### config.mk
export PLATFORM = sky130hd
export DESIGN_NAME = sgsc_top
export DESIGN_NICKNAME = d
export VERILOG_FILES = /design/src/logic/sgsc_top.v /design/src/logic/sgsc_decode.v /design/src/logic/sgsc_sync.v
export VERILOG_INCLUDE_DIRS = /design/src /design/src/logic
export SDC_FILE = /design/constraint.sdc
export NUM_CORES = 1
export LEC_CHECK = 0
export ABC_AREA = 1
export CAP_MARGIN = 15
export CELL_PAD_IN_SITES_DETAIL_PLACEMENT = 1
export CELL_PAD_IN_SITES_GLOBAL_PLACEMENT = 1
export CORE_UTILIZATION = 48
export CTS_CLUSTER_DIAMETER = 40
export DETAILED_ROUTE_END_ITERATION = 12
export DONT_BUFFER_PORTS = 1
export GPL_ROUTABILITY_DRIVEN = 0
export PLACE_DENSITY = 0.88
export SYNTH_ARGS = -nofsm -noshare
export SYNTH_HDL_FRONTEND = slang
export SYNTH_SLANG_ARGS = --single-unit
### constraint.sdc
create_clock -name pclk -period 2.9 [get_ports pclk]
set_clock_uncertainty 0.2 [all_clocks]
set_input_delay 0.58 -clock pclk [delete_from_list [all_inputs] [get_ports pclk]]
set_output_delay 0.58 -clock pclk [all_outputs]
set_load 0.01 [all_outputs]
### src/logic/sgsc_regs.vh
// Register offsets, field positions, reset values and timing constants.
// What this block does
// - Every register is eight bits wide at a single byte offset.
// - Offsets 0x10-0x1D are port one control, 0x1E-0x1F port one status.
// - Offsets 0x20-0x2D are port two control, 0x2E-0x2F port two status.
// - Offsets 0x30-0x39 port three control, 0x3F its status; others reserved.
// - Service-type priority at 0x60-0x6F, station address at 0x70-0x75.
// - Indirect control 0x79-0x7A, indirect data 0x7B-0x83, test/debug to 0x8D.
// - Offset zero returns a fixed read-only family code.
// - Offset one holds read-only part code and silicon revision.
// - With straps not both low, switch runs only while start bit is one.
// - With straps both low, switch starts itself after trying the memory.
// - With no memory answering, registers keep strap or built-in defaults.
// - Memory contents replace defaults only when the family byte and the part-code nibble match.
// - Offset two bit seven selects alternative back-off, reset zero.
// - Offset two bit three forwards flow-control frames; resets to filtering.
// - With bit zero set, link loss triggers a fast aging period of 800 us.
// - After fast aging, aging returns to the normal period of about 200 s.
// - Unplugging any port ages out all learned addresses.
`ifndef SGSC_REGS_VH
`define SGSC_REGS_VH
`define SGSC_OFF_FAMILY 8'h00
`define SGSC_OFF_PART 8'h01
`define SGSC_OFF_GCTL0 8'h02
`define SGSC_OFF_GLOB_LAST 8'h0f
`define SGSC_OFF_P1_CTL_LO 8'h10
`define SGSC_OFF_P1_CTL_HI 8'h1d
`define SGSC_OFF_P1_STA_LO 8'h1e
`define SGSC_OFF_P1_STA_HI 8'h1f
`define SGSC_OFF_P2_CTL_LO 8'h20
`define SGSC_OFF_P2_CTL_HI 8'h2d
`define SGSC_OFF_P2_STA_LO 8'h2e
`define SGSC_OFF_P2_STA_HI 8'h2f
`define SGSC_OFF_P3_CTL_LO 8'h30
`define SGSC_OFF_P3_CTL_HI 8'h39
`define SGSC_OFF_P3_STA 8'h3f
`define SGSC_OFF_TOS_LO 8'h60
`define SGSC_OFF_TOS_HI 8'h6f
`define SGSC_OFF_MAC_LO 8'h70
`define SGSC_OFF_MAC_HI 8'h75
`define SGSC_OFF_USER_LO 8'h76
`define SGSC_OFF_USER_HI 8'h78
`define SGSC_OFF_IND_CTL_LO 8'h79
`define SGSC_OFF_IND_CTL_HI 8'h7a
`define SGSC_OFF_IND_DAT_LO 8'h7b
`define SGSC_OFF_IND_DAT_HI 8'h83
`define SGSC_OFF_TEST_LO 8'h84
`define SGSC_OFF_TEST_HI 8'h8d
`define SGSC_OFF_STATUS 8'h8e
// Region codes returned by the decoder.
`define SGSC_RGN_NONE 4'h0
`define SGSC_RGN_GLOBAL 4'h1
`define SGSC_RGN_P1_CTL 4'h2
`define SGSC_RGN_P1_STA 4'h3
`define SGSC_RGN_P2_CTL 4'h4
`define SGSC_RGN_P2_STA 4'h5
`define SGSC_RGN_P3_CTL 4'h6
`define SGSC_RGN_P3_STA 4'h7
`define SGSC_RGN_TOS 4'h8
`define SGSC_RGN_MAC 4'h9
`define SGSC_RGN_USER 4'ha
`define SGSC_RGN_IND_CTL 4'hb
`define SGSC_RGN_IND_DAT 4'hc
`define SGSC_RGN_TEST 4'hd
// Field positions.
`define SGSC_BIT_START 0
`define SGSC_BIT_BACKOFF 7
`define SGSC_BIT_PASS_FC 3
`define SGSC_BIT_LINK_AGE 0
// Reset values.
`define SGSC_GCTL0_RESET 8'h44
`define SGSC_PART_MASK 8'hf0
// Timing.
`define SGSC_CLK_HZ 40'h2625a00
`define SGSC_HZ_PER_MHZ 40'hf4240
`define SGSC_FAST_AGE_US 40'h320
`define SGSC_NORMAL_AGE_S 40'hc8
`define SGSC_SETTLE_EDGES 2'h2
`endif

### src/logic/sgsc_top.v
// Global identity and start control register bank with APB slave.
`timescale 1ns/1ps
`include "sgsc_regs.vh"
module sgsc_top #(
  parameter [7:0] FAMILY_CODE = 8'h5a,
  parameter [3:0] PART_CODE = 4'h7,
  parameter [2:0] REVISION = 3'h1,
  parameter NUM_PORTS = 3,
  parameter [39:0] FAST_AGE_CYCLES = (`SGSC_CLK_HZ / `SGSC_HZ_PER_MHZ) * `SGSC_FAST_AGE_US,
  parameter [39:0] NORMAL_AGE_CYCLES = `SGSC_CLK_HZ * `SGSC_NORMAL_AGE_S,
  parameter CFG_WAIT_CYCLES = 64
) (
  // APB.
  input wire pclk,
  input wire presetn,
  input wire psel,
  input wire penable,
  input wire pwrite,
  input wire [31:0] paddr,
  input wire [31:0] pwdata,
  output reg [31:0] prdata,
  output wire pready,
  output wire pslverr,
  // Strap pins.
  input wire mode_strap_high,
  input wire mode_strap_low,
  // Configuration memory loader.
  output reg cfg_read_req,
  output reg [7:0] cfg_addr,
  input wire cfg_present,
  input wire cfg_valid,
  input wire [7:0] cfg_data,
  // Link state per port.
  input wire [NUM_PORTS-1:0] link_up,
  // Switch core controls.
  output reg switch_run,
  output reg alt_backoff,
  output reg pass_flow_ctrl,
  output reg fast_age_active,
  output reg age_tick,
  output reg flush_all
);
  // Comments in the family-code and part-code parameters: default values are arbitrary.

  ////////////////////////////////////////////////////////////////////////////////
  // Input synchronisers.
  wire [1:0] straps_s;
  wire [NUM_PORTS-1:0] link_s;
  wire [9:0] cfg_s;
  sgsc_sync #(.WIDTH(2)) u_strap (
    .pclk(pclk),
    .presetn(presetn),
    .async_in({mode_strap_high, mode_strap_low}),
    .sync_out(straps_s)
  );
  sgsc_sync #(.WIDTH(NUM_PORTS)) u_link (
    .pclk(pclk),
    .presetn(presetn),
    .async_in(link_up),
    .sync_out(link_s)
  );
  // The data byte travels with its valid flag, so both arrive on the same edge.
  sgsc_sync #(.WIDTH(10)) u_cfg (
    .pclk(pclk),
    .presetn(presetn),
    .async_in({cfg_present, cfg_valid, cfg_data}),
    .sync_out(cfg_s)
  );
  wire cfg_present_s = cfg_s[9];
  wire cfg_valid_s = cfg_s[8];
  wire [7:0] cfg_data_s = cfg_s[7:0];

  ////////////////////////////////////////////////////////////////////////////////
  // Decode.
  wire [7:0] offset = paddr[9:2];
  wire [3:0] region;
  sgsc_decode u_dec (
    .offset(offset),
    .region(region)
  );
  wire in_range = (paddr[31:10] == 22'h0) && (paddr[1:0] == 2'b00);
  wire access = psel && penable;
  assign pready = 1'b1;
  assign pslverr = 1'b0;

  ////////////////////////////////////////////////////////////////////////////////
  // Loader state machine.
  localparam ST_IDLE = 3'd0;
  localparam ST_REQ = 3'd1;
  localparam ST_WAIT = 3'd2;
  localparam ST_DONE = 3'd3;
  localparam ST_RUN = 3'd4;
  reg [2:0] state;
  reg [1:0] idx;
  reg [7:0] cfg_b0;
  reg [7:0] cfg_b1;
  reg [15:0] wait_cnt;
  reg [1:0] settle_cnt;
  reg auto_mode;
  reg start_bit;
  reg [7:0] gctl0;
  wire id_match = (cfg_b0 == FAMILY_CODE) && (cfg_b1[7:4] == PART_CODE);

  wire wr_hit = access && pwrite && in_range;

  always @(posedge pclk or negedge presetn) begin
    if (!presetn) begin
      state <= ST_IDLE;
      idx <= 2'd0;
      cfg_b0 <= 8'h00;
      cfg_b1 <= 8'h00;
      wait_cnt <= 16'h0000;
      settle_cnt <= 2'h0;
      auto_mode <= 1'b0;
      cfg_read_req <= 1'b0;
      cfg_addr <= 8'h00;
    end else begin
      case (state)
        ST_IDLE: begin
          // Synchronised straps read zero until two edges after reset, so the choice waits.
          if (settle_cnt != `SGSC_SETTLE_EDGES) begin
            settle_cnt <= settle_cnt + 2'h1;
          end else begin
            auto_mode <= (straps_s == 2'b00);
            idx <= 2'd0;
            if (straps_s == 2'b00 && cfg_present_s) begin
              state <= ST_REQ;
            end else begin
              state <= ST_DONE;
            end
          end
        end
        ST_REQ: begin
          // The previous byte's valid still drains through the synchroniser.
          if (!cfg_valid_s) begin
            cfg_read_req <= 1'b1;
            cfg_addr <= {6'h00, idx};
            wait_cnt <= 16'h0000;
            state <= ST_WAIT;
          end
        end
        ST_WAIT: begin
          wait_cnt <= wait_cnt + 16'h0001;
          if (cfg_valid_s) begin
            cfg_read_req <= 1'b0;
            if (idx == 2'd0) begin
              cfg_b0 <= cfg_data_s;
            end else if (idx == 2'd1) begin
              cfg_b1 <= cfg_data_s;
            end
            if (idx == 2'd2) begin
              state <= ST_DONE;
            end else begin
              idx <= idx + 2'd1;
              state <= ST_REQ;
            end
          end else if (wait_cnt == CFG_WAIT_CYCLES[15:0]) begin
            cfg_read_req <= 1'b0;
            cfg_b0 <= 8'h00;
            state <= ST_DONE;
          end
        end
        ST_DONE: begin
          state <= ST_RUN;
        end
        ST_RUN: begin
          state <= ST_RUN;
        end
        default: begin
          state <= ST_IDLE;
        end
      endcase
    end
  end

  ////////////////////////////////////////////////////////////////////////////////
  // Registers.
  always @(posedge pclk or negedge presetn) begin
    if (!presetn) begin
      start_bit <= 1'b0;
      gctl0 <= `SGSC_GCTL0_RESET;
    end else begin
      if (state == ST_WAIT && cfg_valid_s && idx == 2'd2 && id_match) begin
        gctl0 <= cfg_data_s;
      end else if (wr_hit && offset == `SGSC_OFF_GCTL0) begin
        gctl0 <= pwdata[7:0];
      end
      if (wr_hit && offset == `SGSC_OFF_PART) begin
        start_bit <= pwdata[`SGSC_BIT_START];
      end
    end
  end

  always @(posedge pclk or negedge presetn) begin
    if (!presetn) begin
      switch_run <= 1'b0;
      alt_backoff <= 1'b0;
      pass_flow_ctrl <= 1'b0;
    end else begin
      if (state == ST_RUN) begin
        switch_run <= auto_mode ? 1'b1 : start_bit;
      end else begin
        switch_run <= 1'b0;
      end
      alt_backoff <= gctl0[`SGSC_BIT_BACKOFF];
      pass_flow_ctrl <= gctl0[`SGSC_BIT_PASS_FC];
    end
  end

  ////////////////////////////////////////////////////////////////////////////////
  // Aging control.
  reg [NUM_PORTS-1:0] link_prev;
  reg [39:0] age_cnt;
  wire link_drop = |(link_prev & ~link_s);
  wire [39:0] age_limit = fast_age_active ? FAST_AGE_CYCLES : NORMAL_AGE_CYCLES;
  always @(posedge pclk or negedge presetn) begin
    if (!presetn) begin
      link_prev <= {NUM_PORTS{1'b0}};
      age_cnt <= 40'h0;
      fast_age_active <= 1'b0;
      age_tick <= 1'b0;
      flush_all <= 1'b0;
    end else begin
      link_prev <= link_s;
      age_tick <= 1'b0;
      flush_all <= link_drop;
      if (link_drop && gctl0[`SGSC_BIT_LINK_AGE]) begin
        fast_age_active <= 1'b1;
        age_cnt <= 40'h0;
      end else if (age_cnt >= age_limit - 40'h1) begin
        age_cnt <= 40'h0;
        age_tick <= 1'b1;
        fast_age_active <= 1'b0;
      end else begin
        age_cnt <= age_cnt + 40'h1;
      end
    end
  end

  ////////////////////////////////////////////////////////////////////////////////
  // Read path.
  always @(posedge pclk or negedge presetn) begin
    if (!presetn) begin
      prdata <= 32'h0;
    end else if (psel && !penable && !pwrite) begin
      prdata <= 32'h0;
      if (in_range) begin
        case (region)
          `SGSC_RGN_GLOBAL: begin
            case (offset)
              `SGSC_OFF_FAMILY: begin
                prdata <= {24'h0, FAMILY_CODE};
              end
              `SGSC_OFF_PART: begin
                prdata <= {24'h0, PART_CODE, REVISION, start_bit};
              end
              `SGSC_OFF_GCTL0: begin
                prdata <= {24'h0, gctl0};
              end
              default: begin
                prdata <= 32'h0;
              end
            endcase
          end
          // Port, priority, address and indirect registers live outside this bank.
          `SGSC_RGN_P1_CTL, `SGSC_RGN_P1_STA: begin
            prdata <= 32'h0;
          end
          `SGSC_RGN_P2_CTL, `SGSC_RGN_P2_STA: begin
            prdata <= 32'h0;
          end
          `SGSC_RGN_P3_CTL, `SGSC_RGN_P3_STA: begin
            prdata <= 32'h0;
          end
          `SGSC_RGN_TOS, `SGSC_RGN_MAC, `SGSC_RGN_USER: begin
            prdata <= 32'h0;
          end
          `SGSC_RGN_IND_CTL, `SGSC_RGN_IND_DAT, `SGSC_RGN_TEST: begin
            prdata <= 32'h0;
          end
          default: begin
            if (offset == `SGSC_OFF_STATUS) begin
              prdata <= {24'h0, 1'b0, state, fast_age_active, switch_run, straps_s};
            end
          end
        endcase
      end
    end
  end
endmodule

### src/logic/sgsc_decode.v
// Address decoder mapping a byte offset to its register region.
`timescale 1ns/1ps
`include "sgsc_regs.vh"
module sgsc_decode (
  // Offset in.
  input wire [7:0] offset,
  // Region out.
  output reg [3:0] region
);
  always @* begin
    region = `SGSC_RGN_NONE;
    if (offset <= `SGSC_OFF_GLOB_LAST) begin
      region = `SGSC_RGN_GLOBAL;
    end else if (offset <= `SGSC_OFF_P1_CTL_HI) begin
      region = `SGSC_RGN_P1_CTL;
    end else if (offset <= `SGSC_OFF_P1_STA_HI) begin
      region = `SGSC_RGN_P1_STA;
    end else if (offset <= `SGSC_OFF_P2_CTL_HI) begin
      region = `SGSC_RGN_P2_CTL;
    end else if (offset <= `SGSC_OFF_P2_STA_HI) begin
      region = `SGSC_RGN_P2_STA;
    end else if (offset <= `SGSC_OFF_P3_CTL_HI) begin
      region = `SGSC_RGN_P3_CTL;
    end else if (offset == `SGSC_OFF_P3_STA) begin
      region = `SGSC_RGN_P3_STA;
    end else if (offset >= `SGSC_OFF_TOS_LO && offset <= `SGSC_OFF_TOS_HI) begin
      region = `SGSC_RGN_TOS;
    end else if (offset >= `SGSC_OFF_MAC_LO && offset <= `SGSC_OFF_MAC_HI) begin
      region = `SGSC_RGN_MAC;
    end else if (offset >= `SGSC_OFF_USER_LO && offset <= `SGSC_OFF_USER_HI) begin
      region = `SGSC_RGN_USER;
    end else if (offset >= `SGSC_OFF_IND_CTL_LO && offset <= `SGSC_OFF_IND_CTL_HI) begin
      region = `SGSC_RGN_IND_CTL;
    end else if (offset >= `SGSC_OFF_IND_DAT_LO && offset <= `SGSC_OFF_IND_DAT_HI) begin
      region = `SGSC_RGN_IND_DAT;
    end else if (offset >= `SGSC_OFF_TEST_LO && offset <= `SGSC_OFF_TEST_HI) begin
      region = `SGSC_RGN_TEST;
    end
  end
endmodule

### src/logic/sgsc_sync.v
// Two-flop synchroniser for asynchronous level inputs.
`timescale 1ns/1ps
module sgsc_sync #(
  parameter WIDTH = 1
) (
  // Clock and reset.
  input wire pclk,
  input wire presetn,
  // Data.
  input wire [WIDTH-1:0] async_in,
  output wire [WIDTH-1:0] sync_out
);
  reg [WIDTH-1:0] stage1;
  reg [WIDTH-1:0] stage2;
  always @(posedge pclk or negedge presetn) begin
    if (!presetn) begin
      stage1 <= {WIDTH{1'b0}};
      stage2 <= {WIDTH{1'b0}};
    end else begin
      stage1 <= async_in;
      stage2 <= stage1;
    end
  end
  assign sync_out = stage2;
endmodule

==> summary.txt <==
via count = 5726
Seq cells post-synth = 135
Worst R2R End = cfg_b0[0]
total negative slack = 0 ps
Initial Util = 49.67%
CP required = 3010 ps
ratio of routed vias to standard cells = 5.559
Internal = 3.712 mW
sequential-to-total area share from yosys stat = 48.48%
max cap viols = 0
worst skew pair latency = 430 ps
Worst Setup SP = wait_cnt[0]
Tightest Pin Transition = 1042 ps
Nets = 944
Num Clock Sinks = 135
final setup violation count = 0
DRC Markers = 0
largest net degree at the start of global routing = 136
Reg2Reg Setup Slack = 350 ps
critical path's slowest cell = o21ai_1
Area Overhead vs Synth = 12.31%
io pins = 133
VDD IR max = 0.0004071 V
Post-CTS Setup Repair Bufs = 0
Post-synth top cells = nand2_1 (163), dfrtp_1 (133), inv_1 (91)
Root Buffer = clkbuf_16
Syn Std Cell Area = 6974 sq um
Largest stage delay, worst path = 570 ps
Core Util, Final = 55.78%
final hold slack = -338.0 ps
share of layout cells above drive strength 1 = 9.882%
Reg clk slew, reported paths = 60 ps
post-route cell area = 7833 sq um
cell accounting for the most synthesized area = dfrtp_1
worst reg-to-reg path cell count = 9
Avg WL per Cell = 18.90 um
RSZ-0062 raised after global routing = false
worst-path maximum fanout = 16
complex-gate fraction of the synthesized area = 6.566%
row cnt = 43
worst path cell trace = inv_1 > ha_1 > nand4_1 > nor2_1 > a31oi_1 > nor2_1 > o21ai_1 > nand2_1 > o21ai_0
Port Buffers = 0
relative slew slack = 30.09%
CTS tree = done
largest family of logic cells by synthesized area = simple AND/OR/NAND/NOR gates
Core Region = 14040 sq um
most frequent cell after synthesis = nand2_1
final hold violation count = 135
sw power = 1.509 mW
Reg power frac = 43.1%
first-pass GRT wire length = 31.14 mm
Synth warnings = 0
minimum clock period = 2546 ps
Data arrival, critical path = 2660 ps
Post-Synth Simple-Gate Area = 26.25%
Placement Setup Slack = 313.8 ps
clock share of power = 43.4%
Tot Pwr = 5.221 mW
CTS H-tree depth = 4
Filler cells = 1677
Worst Setup End Kind = flop
status = finished, violations left
multiplexer share of the synthesized area = 1.076%
final slew viol count = 0
Synth Area in Adders = 3.947%
number of synthesized flops with an enable pin = 0
Synth Area in XOR/XNOR = 3.893%
initial antenna violation count = 0
syn_area_per_cell = 8.621 sq um
CTS buffer count = 17
net switching share of the total power = 28.90%
clock buffer depth = 2
Synth area leaders = dfrtp_1 (48%), nand2_1 (8.8%), inv_1 (4.9%), nor2_1 (4.5%), ha_1 (3.9%)
CTS hold repair buffers = 15
Die ar. = 15020 sq um
PD cells = 666.6 nW/um^2
FF-to-FF Start = wait_cnt[0]
Synth Instances = 809
combinational power share = 13.5%
grt ovf = 0
crit path to = cfg_b0[0]
number of DRC violations after detailed-routing iteration 0 = 281
CP Launch Type = flop
worst hold path type = in2async
Post-Place Cell Area = 7066 sq um
period utilization = 87.80%
DR pass1 iterations = 6
gr usage total = 27.63%
failing checks = hold timing
Placed Cells = 984
Synth cell types = 44
Antenna Cells = 0
non-filler instance count after layout = 1030
worst setup margin = 353.9 ps
die height = 122.5 um
hpwl dp = 12.83 mm
Leak Pwr = 3.656 nW
ys async rst share = 100.0%
fmax = 0.3928 GHz
top-area cell type share of the netlist area = 47.72%
Routed Antenna Nets = 0
vias in the first global route = 6267
die span in x = 122.5 um
most frequent CP cell = nor2_1
critical setup path kind = reg2reg
Primary FF master, synth = dfrtp_1
wirelength, routed = 19.47 mm
sequential cells by signal (all words and copies together) (netlist names), 2 cells and up:
signal	cells
u_cfg.stage1	10
u_strap.sync_out	2
u_link.sync_out	3
cfg_b0	8
u_link.stage1	3
u_cfg.sync_out	10
idx	2
link_prev	3
cfg_addr	2
gctl0	8
settle_cnt	2
state	3
u_strap.stage1	2
cfg_b1	4
prdata	8
wait_cnt	16
age_cnt	40
layout by cell type, fill, tap and decap left out, types with 4 or more instances in the layout:
cell type        n
a21oi_1         17
a31oi_1          4
clkbuf_16       17
conb_1          38
dfrtp_1        132
dlygate4sd3_1   15
ha_1            22
inv_1           91
inv_2            8
mux2_2           4
nand2_1        163
nand2_2          8
nand3_1         46
nand3_2          4
nand4_1         21
nor2_1          83
nor2_2           7
nor2_4           5
nor3_1          21
nor4_1          13
o21ai_0         45
o31ai_1          5
xnor2_1          8
xor2_1          23
critical path, delay by kind of cell (launching register included):
kind,cells,cell delay (ps)
adders and majority gates,1,210
buffers and inverters,1,90
AOI/OAI and AO/OA,3,1130
and+or+nand+nor,4,410
DFF,1,380
worst min-delay path by stage:
stage / to / slack [ps] / cells after the start
finish: age_cnt[2] / -340 / 0
global route: age_cnt[2] / -350 / 0
CTS: u_cfg.stage1[8] / -360 / 0
detailed placement: u_cfg.stage1[8] / 90 / 0
global placement: u_cfg.stage1[7] / 90 / 0
floorplan: age_cnt[0] / 80 / 0
power groups by stage:
stage	sequential [mW]	clock (mW)	combinational, mW
detailed placement	2.27	0	0.643
CTS	2.25	2.28	0.695
global placement	2.25	0	0.579
global route	2.27	2.35	0.785
floorplan	2.22	0	0.523
finish	2.25	2.27	0.702
logic make-up after synthesis:
kind of cell / after synthesis
xor gates and xnor gates: 31
DFF: 135
adders and majority gates: 22
and+or+nand+nor: 386
muxes: 7
buffers and inverters: 143
AOI/OAI and AO/OA: 83
other: 2
area by class of cell:
cell class / instances / area (sq um) / share of cell area, %
inverters: 99 / 371.6 / 4.744
clock buffers: 20 / 466.7 / 5.958
well taps: 180 / 225.2 / 2.875
clock inverters: 11 / 148.9 / 1.901
repair buffers: 18 / 185.2 / 2.364
multi-input cells: 567 / 3053 / 38.98
flip-flops and latches: 135 / 3382 / 43.18
layer usage:
metal | part of all wire [%] | GRT usage, % | wire length [um] | up-vias
met4 | 3.6 | 14.79 | 693 | 0
li1 | - | - | - | 2625
met2 | 52 | 48.98 | 10070 | 183
met5 | 0 | 0 | 0 | -
met1 | 39 | 30.19 | 7685 | 2858
met3 | 5.2 | 6.970 | 1013 | 60
repair_timing:
item | in CTS | in global routing
hold endpoints to repair | 150 | 135
resized for setup | 0 | 1
setup endpoints to repair | 0 | 1
Note: power is estimated with default switching activity, not from simulation.
